--- config.mk ---
export PLATFORM = sky130hd
export DESIGN_NAME = regulator_fault_supervisor
export DESIGN_NICKNAME = d
export VERILOG_FILES = /design/src/shared/sup_pkg.sv /design/src/rtl/input_sync.sv /design/src/rtl/switch_clock_gen.sv /design/src/rtl/regulator_fault_supervisor.sv
export SDC_FILE = /design/constraint.sdc
export NUM_CORES = 1
export LEC_CHECK = 0
export BUFFER_PORTS_ARGS = -buffer_cell sky130_fd_sc_hd__buf_2
export CAP_MARGIN = 5
export CORE_ASPECT_RATIO = 0.75
export CORE_UTILIZATION = 59
export DETAILED_ROUTE_END_ITERATION = 7
export PLACE_DENSITY = 0.77
export SYNTH_ARGS = -nofsm -noshare
export SYNTH_HDL_FRONTEND = slang
export SYNTH_SLANG_ARGS = --single-unit
--- constraint.sdc ---
create_clock -name core_clk -period 81.5 [get_ports core_clk]
set_input_delay 4.075 -clock core_clk [delete_from_list [all_inputs] [get_ports core_clk]]
set_output_delay 4.075 -clock core_clk [all_outputs]
set_load 0.02 [all_outputs]
--- src/shared/sup_pkg.sv ---
// Constants, register map and state codes of the regulator supervisor.
// Assumes a 20 MHz core clock taken from the switching oscillator domain.
package sup_pkg;

  // ---------------------------------------------------------------------
  // Clock and timing
  // ---------------------------------------------------------------------
  localparam int unsigned CLK_KHZ      = 20000;
  localparam int unsigned CLK_NS       = 50;
  localparam int unsigned FSW_DEF_KHZ  = 500;
  localparam int unsigned FSW_MIN_KHZ  = 200;
  localparam int unsigned FSW_MAX_KHZ  = 2200;
  localparam int unsigned FSW_FOLD_KHZ = 40;
  localparam int unsigned SYNC_DLY_NS  = 220;
  localparam int unsigned BOOST_SS_US  = 500;

  localparam int          PER_W    = 9;
  localparam logic [8:0]  PER_DEF  = 9'(CLK_KHZ / FSW_DEF_KHZ);
  localparam logic [8:0]  PER_MIN  = 9'((CLK_KHZ + FSW_MAX_KHZ - 1)
                                        / FSW_MAX_KHZ);
  localparam logic [8:0]  PER_MAX  = 9'(CLK_KHZ / FSW_MIN_KHZ);
  localparam logic [8:0]  PER_FOLD = 9'(CLK_KHZ / FSW_FOLD_KHZ);
  localparam int unsigned SYNC_DLY_CYC = (SYNC_DLY_NS + CLK_NS - 1) / CLK_NS;
  localparam int unsigned BOOST_SS_CYC_DEF = BOOST_SS_US * CLK_KHZ / 1000;
  localparam logic [7:0]  FOLD_FULL = 8'hFF;

  // Counts in switching periods.
  localparam int          CNT_W         = 16;
  localparam int unsigned SS_TICKS_DEF  = 1024;
  localparam int unsigned HICCUP_MULT   = 5;
  localparam logic [7:0]  PG_DLY_TICKS  = 8'h80;
  localparam logic [2:0]  PG_TRIP_TICKS = 3'h2;
  localparam logic [2:0]  OC2_DLY_TICKS = 3'h2;
  localparam logic [2:0]  LISTEN_TICKS  = 3'h4;
  localparam logic [2:0]  LOSS_TICKS    = 3'h3;

  // ---------------------------------------------------------------------
  // Register map
  // ---------------------------------------------------------------------
  localparam int          ADDR_W     = 8;
  localparam logic [7:0]  REG_PERIOD = 8'h00;
  localparam logic [7:0]  REG_STATUS = 8'h04;
  localparam logic [1:0]  RESP_OKAY  = 2'h0;
  localparam logic [1:0]  RESP_SLVERR = 2'h2;

  localparam int ST_PG     = 0;
  localparam int ST_BOOSTM = 1;
  localparam int ST_BOOSTA = 2;
  localparam int ST_OVL    = 3;
  localparam int ST_OTL    = 4;
  localparam int ST_FOLLOW = 5;
  localparam int ST_FOLD   = 6;
  localparam int ST_LSB    = 8;

  typedef enum logic [3:0] {
    ST_OFF    = 4'h1,
    ST_SOFT   = 4'h2,
    ST_RUN    = 4'h4,
    ST_HICCUP = 4'h8
  } sup_state_e;

endpackage

--- src/rtl/input_sync.sv ---
// Two flip-flop synchroniser for a vector of independent levels.
// Assumes each bit is a slow level; no bus coherence is implied.
`timescale 1ns/100ps
module input_sync #(
  parameter int WIDTH = 1
) (
  input  wire logic             core_clk, // Core clock.
  input  wire logic             rst,      // Asynchronous reset.
  input  wire logic [WIDTH-1:0] d,        // Raw levels.
  output      logic [WIDTH-1:0] q         // Synchronised levels.
);

  typedef struct packed {
    logic [WIDTH-1:0] meta;
    logic [WIDTH-1:0] stable;
  } sync_s;

  sync_s r_q;
  sync_s r_d;

  always_comb begin
    r_d.meta   = d;
    r_d.stable = r_q.meta;
  end

  always_ff @(posedge core_clk or posedge rst) begin
    if (rst) begin
      r_q <= '0;
    end else begin
      r_q <= r_d;
    end
  end

  assign q = r_q.stable;

endmodule

--- src/rtl/switch_clock_gen.sv ---
// Switching period counter with phase alignment to an external edge.
// Assumes period stays at least PER_MIN; a shorter value wraps early.
`timescale 1ns/100ps
module switch_clock_gen #(
  parameter int PW = 9
) (
  input  wire logic          core_clk,  // Core clock.
  input  wire logic          rst,       // Asynchronous reset.
  input  wire logic [PW-1:0] period,    // Period in core cycles.
  input  wire logic          align,     // External rising edge seen.
  output      logic          tick,      // Switch node rising edge.
  output      logic [PW-1:0] phase,     // Cycles since tick.
  output      logic          local_clk  // Local clock, high first half.
);
  import sup_pkg::*;

  typedef struct packed {
    logic [PW-1:0] cnt;
  } gen_s;

  gen_s g_q;
  gen_s g_d;
  logic [PW-1:0] half;
  logic [PW-1:0] off;

  // Places the next tick half a period plus the fixed delay after align.
  always_comb begin
    half = period >> 1;
    off  = half + PW'(SYNC_DLY_CYC);
    if (off >= period) begin
      off = off - period;
    end
    g_d = g_q;
    if (align) begin
      g_d.cnt = (off == '0) ? '0 : period - off;
    end else if (g_q.cnt >= period - PW'(1)) begin
      g_d.cnt = '0;
    end else begin
      g_d.cnt = g_q.cnt + PW'(1);
    end
  end

  always_ff @(posedge core_clk or posedge rst) begin
    if (rst) begin
      g_q <= '0;
    end else begin
      g_q <= g_d;
    end
  end

  assign tick      = (g_q.cnt == '0);
  assign phase     = g_q.cnt;
  assign local_clk = (g_q.cnt < half);

endmodule

--- src/rtl/regulator_fault_supervisor.sv ---
// Supervisory logic of a buck or boost-buck regulator controller.
// Assumes comparator inputs are levels from the analog front end and
// that rst is the bias-supply power-on reset.
`timescale 1ns/100ps
module regulator_fault_supervisor #(
  parameter int SS_TICKS     = sup_pkg::SS_TICKS_DEF,
  parameter int BOOST_SS_CYC = sup_pkg::BOOST_SS_CYC_DEF
) (
  input  wire logic                      core_clk,     // Core clock.
  input  wire logic                      rst,          // Bias POR.
  input  wire logic [sup_pkg::ADDR_W-1:0] awaddr,      // Write address.
  input  wire logic                      awvalid,      // Write addr valid.
  output      logic                      awready,      // Write addr ready.
  input  wire logic [31:0]               wdata,        // Write data.
  input  wire logic [3:0]                wstrb,        // Byte enables.
  input  wire logic                      wvalid,       // Write data valid.
  output      logic                      wready,       // Write data ready.
  output      logic [1:0]                bresp,        // Write response.
  output      logic                      bvalid,       // Response valid.
  input  wire logic                      bready,       // Response ready.
  input  wire logic [sup_pkg::ADDR_W-1:0] araddr,      // Read address.
  input  wire logic                      arvalid,      // Read addr valid.
  output      logic                      arready,      // Read addr ready.
  output      logic [31:0]               rdata,        // Read data.
  output      logic [1:0]                rresp,        // Read response.
  output      logic                      rvalid,       // Read valid.
  input  wire logic                      rready,       // Read ready.
  input  wire logic                      chip_enable_in,   // Enable pin.
  input  wire logic                      bias_1v_ok_in,    // Bias above 1 V.
  input  wire logic                      boost_sense_in,   // Sense >= 0.2 V.
  input  wire logic                      boost_low_in,     // Sense < 0.8 V.
  input  wire logic                      aux_supply_sense, // Aux < 0.8 V.
  input  wire logic                      freq_set_pin,     // Resistor fitted.
  input  wire logic                      pulse_skip_mode,  // Pulse skipping.
  input  wire logic                      fb_uv_in,         // Below 90 %.
  input  wire logic                      fb_ov1_in,        // Above 110 %.
  input  wire logic                      fb_ov2_in,        // Above 120 %.
  input  wire logic                      fb_at_ref_in,     // At or below ref.
  input  wire logic [7:0]                vout_ratio_in,    // Vout / target.
  input  wire logic                      pwm_comp_in,      // On-time end.
  input  wire logic                      primary_peak_limit,   // First limit.
  input  wire logic                      secondary_peak_limit, // Second.
  input  wire logic                      temp_hot_in,      // Junction hot.
  input  wire logic                      temp_cool_in,     // Below lower.
  input  wire logic                      sync_clock_i,     // Sync pin level.
  output      logic                      sync_clock_o,     // Sync drive.
  output      logic                      sync_clock_oe,    // Sync enable.
  output      logic                      high_side_gate,   // High-side on.
  output      logic                      low_side_gate,    // Low-side on.
  output      logic                      power_good_out,   // Good released.
  output      logic                      power_good_oe     // Pulls pin low.
);
  import sup_pkg::*;

  // ---------------------------------------------------------------------
  // State
  // ---------------------------------------------------------------------
  typedef struct packed {
    sup_state_e       st;
    logic [8:0]       period;
    logic             awready;
    logic             wready;
    logic             bvalid;
    logic [1:0]       bresp;
    logic             arready;
    logic             rvalid;
    logic [31:0]      rdata;
    logic [1:0]       rresp;
    logic             aw_have;
    logic             w_have;
    logic [7:0]       awaddr;
    logic [31:0]      wdata;
    logic [3:0]       wstrb;
    logic             boost_mode;
    logic             boost_on;
    logic [CNT_W-1:0] bss_cnt;
    logic             hs;
    logic             ls;
    logic             ov_lat;
    logic             otp_lat;
    logic             fold;
    logic             pk1_seen;
    logic [CNT_W-1:0] tcnt;
    logic             oc2_pend;
    logic [2:0]       oc2_cnt;
    logic             pg_rel;
    logic [7:0]       pg_cnt;
    logic [2:0]       trip_cnt;
    logic             pg_oe;
    logic             sync_prev;
    logic             follower;
    logic [2:0]       listen;
    logic [2:0]       miss;
    logic             sync_o;
    logic             sync_oe;
  } sup_s;

  sup_s s_q;
  sup_s s_d;

  // ---------------------------------------------------------------------
  // Input synchronisation and switching clock
  // ---------------------------------------------------------------------
  localparam int NIN = 25;
  logic [NIN-1:0] raw_in;
  logic [NIN-1:0] syn;
  logic           tick;
  logic           local_clk;
  logic [8:0]     phase;
  logic [8:0]     cur_period;
  logic           align;

  assign raw_in = {vout_ratio_in, chip_enable_in, bias_1v_ok_in,
                   boost_sense_in, boost_low_in, aux_supply_sense,
                   freq_set_pin, pulse_skip_mode, fb_uv_in, fb_ov1_in,
                   fb_ov2_in, fb_at_ref_in, pwm_comp_in, primary_peak_limit,
                   secondary_peak_limit, temp_hot_in, temp_cool_in,
                   sync_clock_i};

  input_sync #(.WIDTH(NIN)) u_sync (
    .core_clk (core_clk),
    .rst      (rst),
    .d        (raw_in),
    .q        (syn)
  );

  logic [7:0] s_ratio;
  logic s_en, s_b1v, s_bdet, s_blow, s_alow, s_fres, s_pskip;
  logic s_uv, s_ov1, s_ov2, s_ref, s_comp, s_pk1, s_pk2, s_hot, s_cool;
  logic s_sync;

  assign {s_ratio, s_en, s_b1v, s_bdet, s_blow, s_alow, s_fres, s_pskip,
          s_uv, s_ov1, s_ov2, s_ref, s_comp, s_pk1, s_pk2, s_hot, s_cool,
          s_sync} = syn;

  switch_clock_gen #(.PW(PER_W)) u_clk (
    .core_clk  (core_clk),
    .rst       (rst),
    .period    (cur_period),
    .align     (align),
    .tick      (tick),
    .phase     (phase),
    .local_clk (local_clk)
  );

  // ---------------------------------------------------------------------
  // Functions
  // ---------------------------------------------------------------------
  function automatic logic [8:0] clamp_period(input logic [8:0] p);
    if (p < PER_MIN) begin
      return PER_MIN;
    end else if (p > PER_MAX) begin
      return PER_MAX;
    end
    return p;
  endfunction

  // Stretches the period as output voltage falls, capped at the floor.
  function automatic logic [8:0] fold_period(input logic [8:0] base,
                                             input logic [7:0] ratio);
    logic [16:0] p;
    if (ratio == 8'h00) begin
      return PER_FOLD;
    end
    p = (17'(base) * 17'(FOLD_FULL)) / 17'(ratio);
    if (p > 17'(PER_FOLD)) begin
      return PER_FOLD;
    end
    return p[8:0];
  endfunction

  function automatic logic hit(input logic [7:0] a, input logic [7:0] off);
    return a[7:2] == off[7:2];
  endfunction

  // ---------------------------------------------------------------------
  // Next-state logic
  // ---------------------------------------------------------------------
  logic [8:0]  base_period;
  logic        edge_ext;
  logic        pwm_run;
  logic        ov_trip;
  logic        win_ok;
  logic        ramp_ok;
  logic [23:0] ramp_prod;
  logic [23:0] ramp_lim;
  logic [31:0] status;

  assign base_period = s_fres ? clamp_period(s_q.period) : PER_DEF;
  assign cur_period  = s_q.fold ? fold_period(base_period, s_ratio)
                                : base_period;
  assign edge_ext = s_sync & ~s_q.sync_prev & ~s_q.sync_oe & ~s_pskip;
  assign align    = s_q.follower & edge_ext;

  always_comb begin
    s_d       = s_q;
    ramp_prod = 24'((cur_period >> 1) * 24'(s_q.bss_cnt));
    ramp_lim  = ramp_prod / 24'(BOOST_SS_CYC) + 24'h1;
    ramp_ok   = (s_q.bss_cnt >= CNT_W'(BOOST_SS_CYC)) |
                (24'(phase) < ramp_lim);
    win_ok    = ~s_uv & ~s_ov1;
    ov_trip   = s_ov2 | (s_ov1 & (s_q.st != ST_SOFT));
    status    = '0;
    status[ST_PG]     = s_q.pg_rel;
    status[ST_BOOSTM] = s_q.boost_mode;
    status[ST_BOOSTA] = s_q.boost_on;
    status[ST_OVL]    = s_q.ov_lat;
    status[ST_OTL]    = s_q.otp_lat;
    status[ST_FOLLOW] = s_q.follower;
    status[ST_FOLD]   = s_q.fold;
    status[ST_LSB +: 4] = s_q.st;

    // Register bus: address and data are taken in either order.
    if (awvalid & s_q.awready) begin
      s_d.aw_have = 1'b1;
      s_d.awaddr  = awaddr;
    end
    if (wvalid & s_q.wready) begin
      s_d.w_have = 1'b1;
      s_d.wdata  = wdata;
      s_d.wstrb  = wstrb;
    end
    if (s_q.bvalid & bready) begin
      s_d.bvalid = 1'b0;
    end
    if (s_q.aw_have & s_q.w_have & ~s_q.bvalid) begin
      s_d.aw_have = 1'b0;
      s_d.w_have  = 1'b0;
      s_d.bvalid  = 1'b1;
      s_d.bresp   = RESP_OKAY;
      if (hit(s_q.awaddr, REG_PERIOD)) begin
        if (s_q.wstrb[0]) begin
          s_d.period[7:0] = s_q.wdata[7:0];
        end
        if (s_q.wstrb[1]) begin
          s_d.period[8] = s_q.wdata[8];
        end
      end else if (!hit(s_q.awaddr, REG_STATUS)) begin
        s_d.bresp = RESP_SLVERR;
      end
    end
    if (s_q.rvalid & rready) begin
      s_d.rvalid = 1'b0;
    end
    if (arvalid & s_q.arready) begin
      s_d.rvalid = 1'b1;
      s_d.rresp  = RESP_OKAY;
      if (hit(araddr, REG_PERIOD)) begin
        s_d.rdata = {23'h0, s_q.period};
      end else if (hit(araddr, REG_STATUS)) begin
        s_d.rdata = status;
      end else begin
        s_d.rdata = '0;
        s_d.rresp = RESP_SLVERR;
      end
    end
    s_d.awready = ~s_d.aw_have & ~s_d.bvalid;
    s_d.wready  = ~s_d.w_have & ~s_d.bvalid;
    s_d.arready = ~s_d.rvalid;

    // Fault latches; a new trip wins over its own release.
    if (ov_trip) begin
      s_d.ov_lat = 1'b1;
    end else if (s_ref) begin
      s_d.ov_lat = 1'b0;
    end
    if (s_hot) begin
      s_d.otp_lat = 1'b1;
    end else if (s_cool) begin
      s_d.otp_lat = 1'b0;
    end
    if (tick) begin
      s_d.fold     = s_q.pk1_seen | s_pk1;
      s_d.pk1_seen = s_pk1;
    end else if (s_pk1) begin
      s_d.pk1_seen = 1'b1;
    end

    // Sequencer.
    case (s_q.st)
      ST_OFF: begin
        if (s_en & ~s_q.otp_lat) begin
          s_d.boost_mode = s_bdet;
          s_d.tcnt       = '0;
          s_d.st         = ST_SOFT;
        end
      end
      ST_SOFT: begin
        if (tick) begin
          s_d.tcnt = s_q.tcnt + CNT_W'(1);
          if (s_q.tcnt == CNT_W'(SS_TICKS - 1)) begin
            s_d.st = ST_RUN;
          end
        end
      end
      ST_RUN: begin
        s_d.tcnt = '0;
      end
      ST_HICCUP: begin
        if (tick) begin
          s_d.tcnt = s_q.tcnt + CNT_W'(1);
          if (s_q.tcnt == CNT_W'(HICCUP_MULT * SS_TICKS - 1)) begin
            s_d.tcnt = '0;
            s_d.st   = ST_SOFT;
          end
        end
      end
      default: begin
        s_d.st = ST_OFF;
      end
    endcase

    // Secondary limit: count two periods, then hiccup.
    if ((s_q.st == ST_OFF) | (s_q.st == ST_HICCUP)) begin
      s_d.oc2_pend = 1'b0;
      s_d.oc2_cnt  = '0;
    end else if (s_pk2 & ~s_q.oc2_pend) begin
      s_d.oc2_pend = 1'b1;
      s_d.oc2_cnt  = '0;
    end else if (s_q.oc2_pend & tick) begin
      s_d.oc2_cnt = s_q.oc2_cnt + 3'h1;
    end
    if (s_q.oc2_pend & (s_q.oc2_cnt == OC2_DLY_TICKS)) begin
      s_d.st       = ST_HICCUP;
      s_d.tcnt     = '0;
      s_d.oc2_pend = 1'b0;
    end
    if (~s_en | s_q.otp_lat) begin
      s_d.st = ST_OFF;
    end

    // Gate drive.
    pwm_run = ((s_q.st == ST_SOFT) | (s_q.st == ST_RUN)) & (s_d.st == s_q.st)
              & ~s_q.ov_lat & ~ov_trip & ~s_q.otp_lat & ~s_hot;
    if (!pwm_run) begin
      s_d.hs = 1'b0;
    end else if (tick) begin
      s_d.hs = 1'b1;
    end else if (s_comp | s_pk1) begin
      s_d.hs = 1'b0;
    end
    s_d.boost_on = s_q.boost_mode & (s_blow | s_alow) & pwm_run;
    if (s_d.boost_on & ~s_q.boost_on) begin
      s_d.bss_cnt = '0;
    end else if (s_q.bss_cnt < CNT_W'(BOOST_SS_CYC)) begin
      s_d.bss_cnt = s_q.bss_cnt + CNT_W'(1);
    end
    if (s_q.boost_mode) begin
      s_d.ls = s_d.hs & s_d.boost_on & ramp_ok;
    end else begin
      s_d.ls = ~s_d.hs & pwm_run;
    end

    // Power good.
    if (~s_en | (s_q.st != ST_RUN)) begin
      s_d.pg_rel   = 1'b0;
      s_d.pg_cnt   = '0;
      s_d.trip_cnt = '0;
    end else if (!s_q.pg_rel) begin
      if (!win_ok) begin
        s_d.pg_cnt = '0;
      end else if (tick) begin
        s_d.pg_cnt = s_q.pg_cnt + 8'h1;
        if (s_q.pg_cnt == PG_DLY_TICKS - 8'h1) begin
          s_d.pg_rel = 1'b1;
          s_d.pg_cnt = '0;
        end
      end
    end else if (win_ok) begin
      s_d.trip_cnt = '0;
    end else if (tick) begin
      s_d.trip_cnt = s_q.trip_cnt + 3'h1;
      if (s_q.trip_cnt == PG_TRIP_TICKS - 3'h1) begin
        s_d.pg_rel   = 1'b0;
        s_d.trip_cnt = '0;
      end
    end
    s_d.pg_oe = s_b1v & ~s_d.pg_rel;

    // Sync pin: listen first, then lead or follow.
    s_d.sync_prev = s_sync;
    if (tick & (s_q.listen != LISTEN_TICKS)) begin
      s_d.listen = s_q.listen + 3'h1;
    end
    if (edge_ext) begin
      s_d.follower = 1'b1;
      s_d.miss     = '0;
    end else if (tick & s_q.follower) begin
      s_d.miss = s_q.miss + 3'h1;
      if (s_q.miss == LOSS_TICKS) begin
        s_d.follower = 1'b0;
      end
    end
    s_d.sync_oe = (s_q.listen == LISTEN_TICKS) & ~s_d.follower
                  & ~s_pskip;
    s_d.sync_o  = local_clk & s_d.sync_oe;
  end

  always_ff @(posedge core_clk or posedge rst) begin
    if (rst) begin
      s_q        <= '0;
      s_q.st     <= ST_OFF;
      s_q.period <= PER_DEF;
      s_q.pg_oe  <= 1'b1;
    end else begin
      s_q <= s_d;
    end
  end

  assign awready        = s_q.awready;
  assign wready         = s_q.wready;
  assign bvalid         = s_q.bvalid;
  assign bresp          = s_q.bresp;
  assign arready        = s_q.arready;
  assign rvalid         = s_q.rvalid;
  assign rdata          = s_q.rdata;
  assign rresp          = s_q.rresp;
  assign sync_clock_o   = s_q.sync_o;
  assign sync_clock_oe  = s_q.sync_oe;
  assign high_side_gate = s_q.hs;
  assign low_side_gate  = s_q.ls;
  assign power_good_out = s_q.pg_rel;
  assign power_good_oe  = s_q.pg_oe;

endmodule

After elaboration in Yosys (flattened, before gate mapping)
Index checks and enable logic that the tools add are counted.
{ "classes": {"n_addsub": 13, "multipliers": 2, "div": 2, "magnitude_cmp": 9, "n_eq_ne": 22, "shifts": 0, "mux": 80, "bitwise": 65, "reduce_logical": 21} }
{ "op_table": {"columns": ["operator", "count"], "rows": [
  ["$mux W9", 15],
  ["$mux W16", 6],
  ["$pmux W16 S4", 1],
  ["$and A1 B1 Y1", 36],
  ["$mux W35", 1],
  ["$add A16 B1 Y16 const B", 2],
  ["$mux W32", 1],
  ["$mux W4", 8],
  ["$mux W1", 28],
  ["$mux W3", 9],
  ["$add A24 B1 Y24 const B", 1],
  ["$div A24 B14 Y24 const B", 1],
  ["$lt A9 B24 Y1", 1],
  ["$mul A8 B16 Y24", 1],
  ["$mux W12", 2],
  ["$not A1 Y1", 20],
  ["$ge A9 B9 Y1", 2],
  ["$logic_not A9 Y1", 2],
  ["$sub A9 B9 Y9", 2],
  ["$div A17 B8 Y17", 1],
  ["$gt A17 B9 Y1 const B", 1],
  ["$mul A9 B8 Y17 const B", 1],
  ["$mux W17", 1],
  ["$eq A16 B10 Y1 const B", 1],
  ["other kinds (38)", 70]
]} }
{ "totals": {"regBits": 201, "latch_bits": 0, "ram_bits": 0, "mem_bits_ro": 0, "input_bits": 84, "out_inout_bits": 47, "n_memories": 0} }

Longest topological paths before layout
{ "logic_depth": {"depth_word": 20, "mapped_depth": 253} }

By module
Synthesis repeated with hierarchy kept, for this count alone.
{ "unflattened": {"cells_unflattened": 3024, "area_unflattened_um2": 25115.3} }
{ "by_module_without_submodules": {"columns": ["module", "n_inst", "cells_per_inst", "area_each_um2", "seq_area_each_um2"], "rows": [
  ["regulator_fault_supervisor", 1, 2668, 21471.8, 2957.8],
  ["switch_clock_gen", 1, 305, 2388.5, 225.2],
  ["input_sync", 1, 51, 1255.0, 1251.2]
]} }

Worst setup path after synthesis
Ideal clock, no wire load.
{ "synth_timing": {"kind": "reg2reg", "from": "register s_q[154] in the netlist's numbering", "to": "register s_q (netlist bit low_side_gate)", "setup_time_ns": 0.082, "arrival_time_ns": 49.891, "slack_ns": 31.527, "stages_incl_launch_ff": 241, "path_buffers": 16, "synth_period_minus_slack_ns": 49.973, "cell_sequence": "dfrtp_1 -> o21ai_0 -> nand2_1 -> a311oi_1 -> and3_1 -> inv_1 -> fa_1 -> inv_1 -> fa_1 -> fa_1 -> inv_1 -> fa_1 -> inv_1 -> ha_1 -> inv_2 -> o31a_1 -> o211a_1 -> nor2_1 -> [... 205 more ...] -> o211ai_2 -> a21o_1 -> buf_4 -> xnor2_1 -> and3_1 -> or4_1 -> and3_1 -> o311ai_2 -> and2_1 -> nand2_1 -> xor2_1 -> ha_1 -> a21o_1 -> a21oi_1 -> nor2b_1 -> o21ai_0 -> a31oi_1 -> o22ai_1"} }
{ "synth_lines": {"columns": ["element", "line", "source"], "rows": [
  ["start: declaration", "regulator_fault_supervisor.sv:98", "sup_s s_q;"]
]} }

==> Implementation_results.wiki <==
{| class="wikitable"
! Metric !! Value
|-
| CTS tree || done
|-
| First-pass iteration count of the detailed router || 5
|-
| Share of layout cells above drive strength 1 || 10.2%
|-
| Fraction of the yosys area taken by sequential cells || 17.4%
|-
| Max-capacitance violation count || 0
|-
| Weighted congestion at the end of routability-driven global placement || 0.935
|-
| Count of final hold-check violations || 0
|-
| Vias || 23500
|-
| Combined area of all synthesized cells || 0.0255 mm^2
|-
| CTS H-tree lvls || 4
|-
| Worst Path Arrival || 59.98 ns
|-
| Pins Over Slew Limit || 0
|-
| Status || completed
|-
| Total wire length after detailed routing || 64.7 mm
|-
| I/O Pins || 131
|-
| Post-route fraction of the period consumed by the critical path || 73.2%
|-
| Critical Path RT || 81.85 ns
|-
| Share of the synthesized area in the top cell type || 16.9%
|-
| EDFF count, synth || 0
|-
| Count of final setup violators || 0
|-
| Flop and latch count out of synthesis || 177
|-
| Transition at the pin with the smallest max-transition slack || 1.09 ns
|-
| CP most frequent cell || o21a_1
|-
| Path type of the worst setup path || flop to flop
|-
| Setup bufs post-CTS || 0
|-
| Leading cell types in the layout, fill and taps excluded || 303 x nor2_1, 274 x nand2_1, 244 x ha_1, 206 x inv_1, 173 x dfrtp_1
|-
| Cts hold-fix bufs || 0
|-
| Die Height || 182 um
|-
| Master of the slowest instance on the critical path || mux2i_1
|-
| Proportion of register bits with asynchronous set or reset after synthesis || 100%
|-
| Delay contributed by the slowest stage of the critical path || 0.89 ns
|-
| Initial drt markers || 2037
|-
| Maximum fanout count along the critical path || 20
|-
| Syn Inst Count || 3099
|-
| Antenna violations before repair || 3
|-
| RSZ-0062 raised after global routing || no
|-
| Post-cts sizing count || 0
|-
| Maximum clock insertion buffer count || 2
|-
| Via density || 6.35
|-
| Pin count of the biggest net entering global routing || 124
|-
| Library cells used by synthesis || 134
|-
| Worst slew margin relative to its limit || 27.3%
|-
| Final sum of negative setup slack || 0 ns
|-
| Number of global-route vias before repair || 22300
|-
| FMAX || 16.8 MHz
|-
| Classification of the worst-slack hold path || flop to flop
|-
| Worst skew pair latency || 0.43 ns
|-
| Clock tree skew after final layout || 0.00738 ns
|-
| DRC Markers || 0
|-
| Number of fill cells in the layout || 3569
|-
| Flip-flop and latch area || 0.00443 mm^2
|-
| Layout area overhead || 5.17%
|-
| Cell accounting for the most synthesized area || dfrtp_1
|-
| Synth top area cells || dfrtp_1 17%, ha_1 12%, fa_1 9.4%, nor2_1 4.5%, nand2_1 4.0%
|-
| Area of the multi-input gates || 0.0198 mm^2
|-
| Grt ovf || 0
|-
| Launching element type of the critical path || flop
|-
| Global routing usage summed across all routing layers || 29.2%
|-
| Predominant post-synthesis flop cell || dfrtp_1
|-
| CTS sink count || 177
|-
| Die span in x || 242 um
|-
| Most common library cell in the layout ignoring fill and taps || nor2_1
|-
| Number of routed nets with antenna violations || 0
|-
| Number of synthesis warnings || 0
|-
| Post-layout minimum cycle time || 59.62 ns
|-
| Placed wire-length estimate || 51.0 mm
|-
| Avg WL per Cell || 17.5 um
|-
| Number of buffers created by CTS || 17
|-
| Die area || 0.0441 mm^2
|-
| Starting utilization of the core area || 60.3%
|-
| Core Box Area || 0.0424 mm^2
|-
| Root cell of the clock tree || clkbuf_16
|-
| Clock transition at the register clock pins on the worst setup and hold paths after CTS || 0.07 ns
|-
| Number of buffers inserted by port buffering || 79
|-
| Num rows || 65
|-
| Worst setup EP type || flop
|-
| Avg Cell Area, Syn || 8.24 um^2
|-
| Global-route wire length before repair || 109 mm
|-
| Number of nets in the layout || 3570
|}
cell usage after synthesis (27+ instances only):
library cell  number
nor2_1           303
nand2_1          274
ha_1             244
inv_1            207
dfrtp_1          173
a21oi_1          172
o21ai_0          136
fa_1             120
nor3_1           116
and2_1            95
xnor2_1           92
o21a_1            74
nand3_1           68
xor2_1            67
clkbuf_1          58
a21o_1            54
mux2_2            50
buf_4             42
o31ai_1           40
and3_1            36
o211ai_1          36
nand2b_1          35
mux2i_1           34
nor2b_1           30
a31oi_1           27
worst max-delay path, delay by kind of cell, from the launching register on:
| family | cells | cell delay (ns) |
|---|---|---|
| adders and majority gates | 28 | 10.29 |
| and+or+nand+nor | 54 | 13.29 |
| xor gates and xnor gates | 3 | 0.69 |
| AOI/OAI and AO/OA | 123 | 31.31 |
| DFF | 1 | 0.44 |
| buffers and inverters | 11 | 1.41 |
| muxes | 4 | 1.93 |
final cells by class:
type | count | area share [%]
multi-input cells | 2618 | 73.7
well taps | 569 | 2.65
clock buffers | 18 | 1.63
repair buffers | 93 | 1.86
inverters | 215 | 3.02
clock inverters | 14 | 0.657
flip-flops and latches | 177 | 16.5
diodes | 2 | 0.0186
through the flow:
stage	instances	worst slack [ns]	hold slack (ns)	instance area, um^2	utilization [%]
3_3_place_gp	3672	25.01	0.333	26200	61.9
3_5_place_dp	3672	23.24	0.335	26200	61.9
4_1_cts	3704	22.97	0.351	26900	63.4
6_report	3706	21.88	0.349	26900	63.4
5_1_grt	3706	17.88	0.356	26900	63.4
2_1_floorplan	3133	31.53	0.331	25700	-
registers in the layout (all words and copies together) (netlist names), 9 cells and up:
register,flops
u_sync.r_d,25
s_q,93
u_sync.q,25
rdata,12
u_clk.phase,9
final timing paths:
check / slack, ns / start / cells after the start / to
max in group asynchronous: 76.29 / rst / 3 / u_sync.q[14]$_DFF_PP0_
max reg2reg: 21.88 / s_q[154]$_DFFE_PP0P_ / 223 / low_side_gate$_DFF_PP0_
max: 21.88 / s_q[154]$_DFFE_PP0P_ / 223 / low_side_gate$_DFF_PP0_
min reg2reg: 0.35 / u_sync.r_d[8]$_DFF_PP0_ / 0 / u_sync.q[8]$_DFF_PP0_
min: 0.35 / u_sync.r_d[8]$_DFF_PP0_ / 0 / u_sync.q[8]$_DFF_PP0_
min in group asynchronous: 3.90 / rst / 2 / rvalid$_DFF_PP0_
cell families (layout without fill, tap and decap cells):
| logic type | after synthesis | in the layout | synth area share, % |
|---|---|---|---|
| adder cells (fa/ha/maj) | 371 | 371 | 21.6 |
| other | 2 | 38 | 0.0294 |
| XOR/XNOR | 161 | 161 | 5.58 |
| flip-flops | 177 | 177 | 17.4 |
| buffers and inverters | 338 | 340 | 5.74 |
| AO/OA/AOI/OAI | 828 | 828 | 23.6 |
| AND/OR/NAND/NOR | 1134 | 1134 | 22.2 |
| multiplexers | 88 | 88 | 3.83 |
layer usage:
metal	track usage [%]	part of all wire, %
met4	6.15	1.5
met1	42.5	47
met3	4.41	7.3
met2	45.9	44
met5	0	0.011
Power is not shown: default switching activity piles up to over one toggle a cycle in this logic, so the estimate is an artifact.
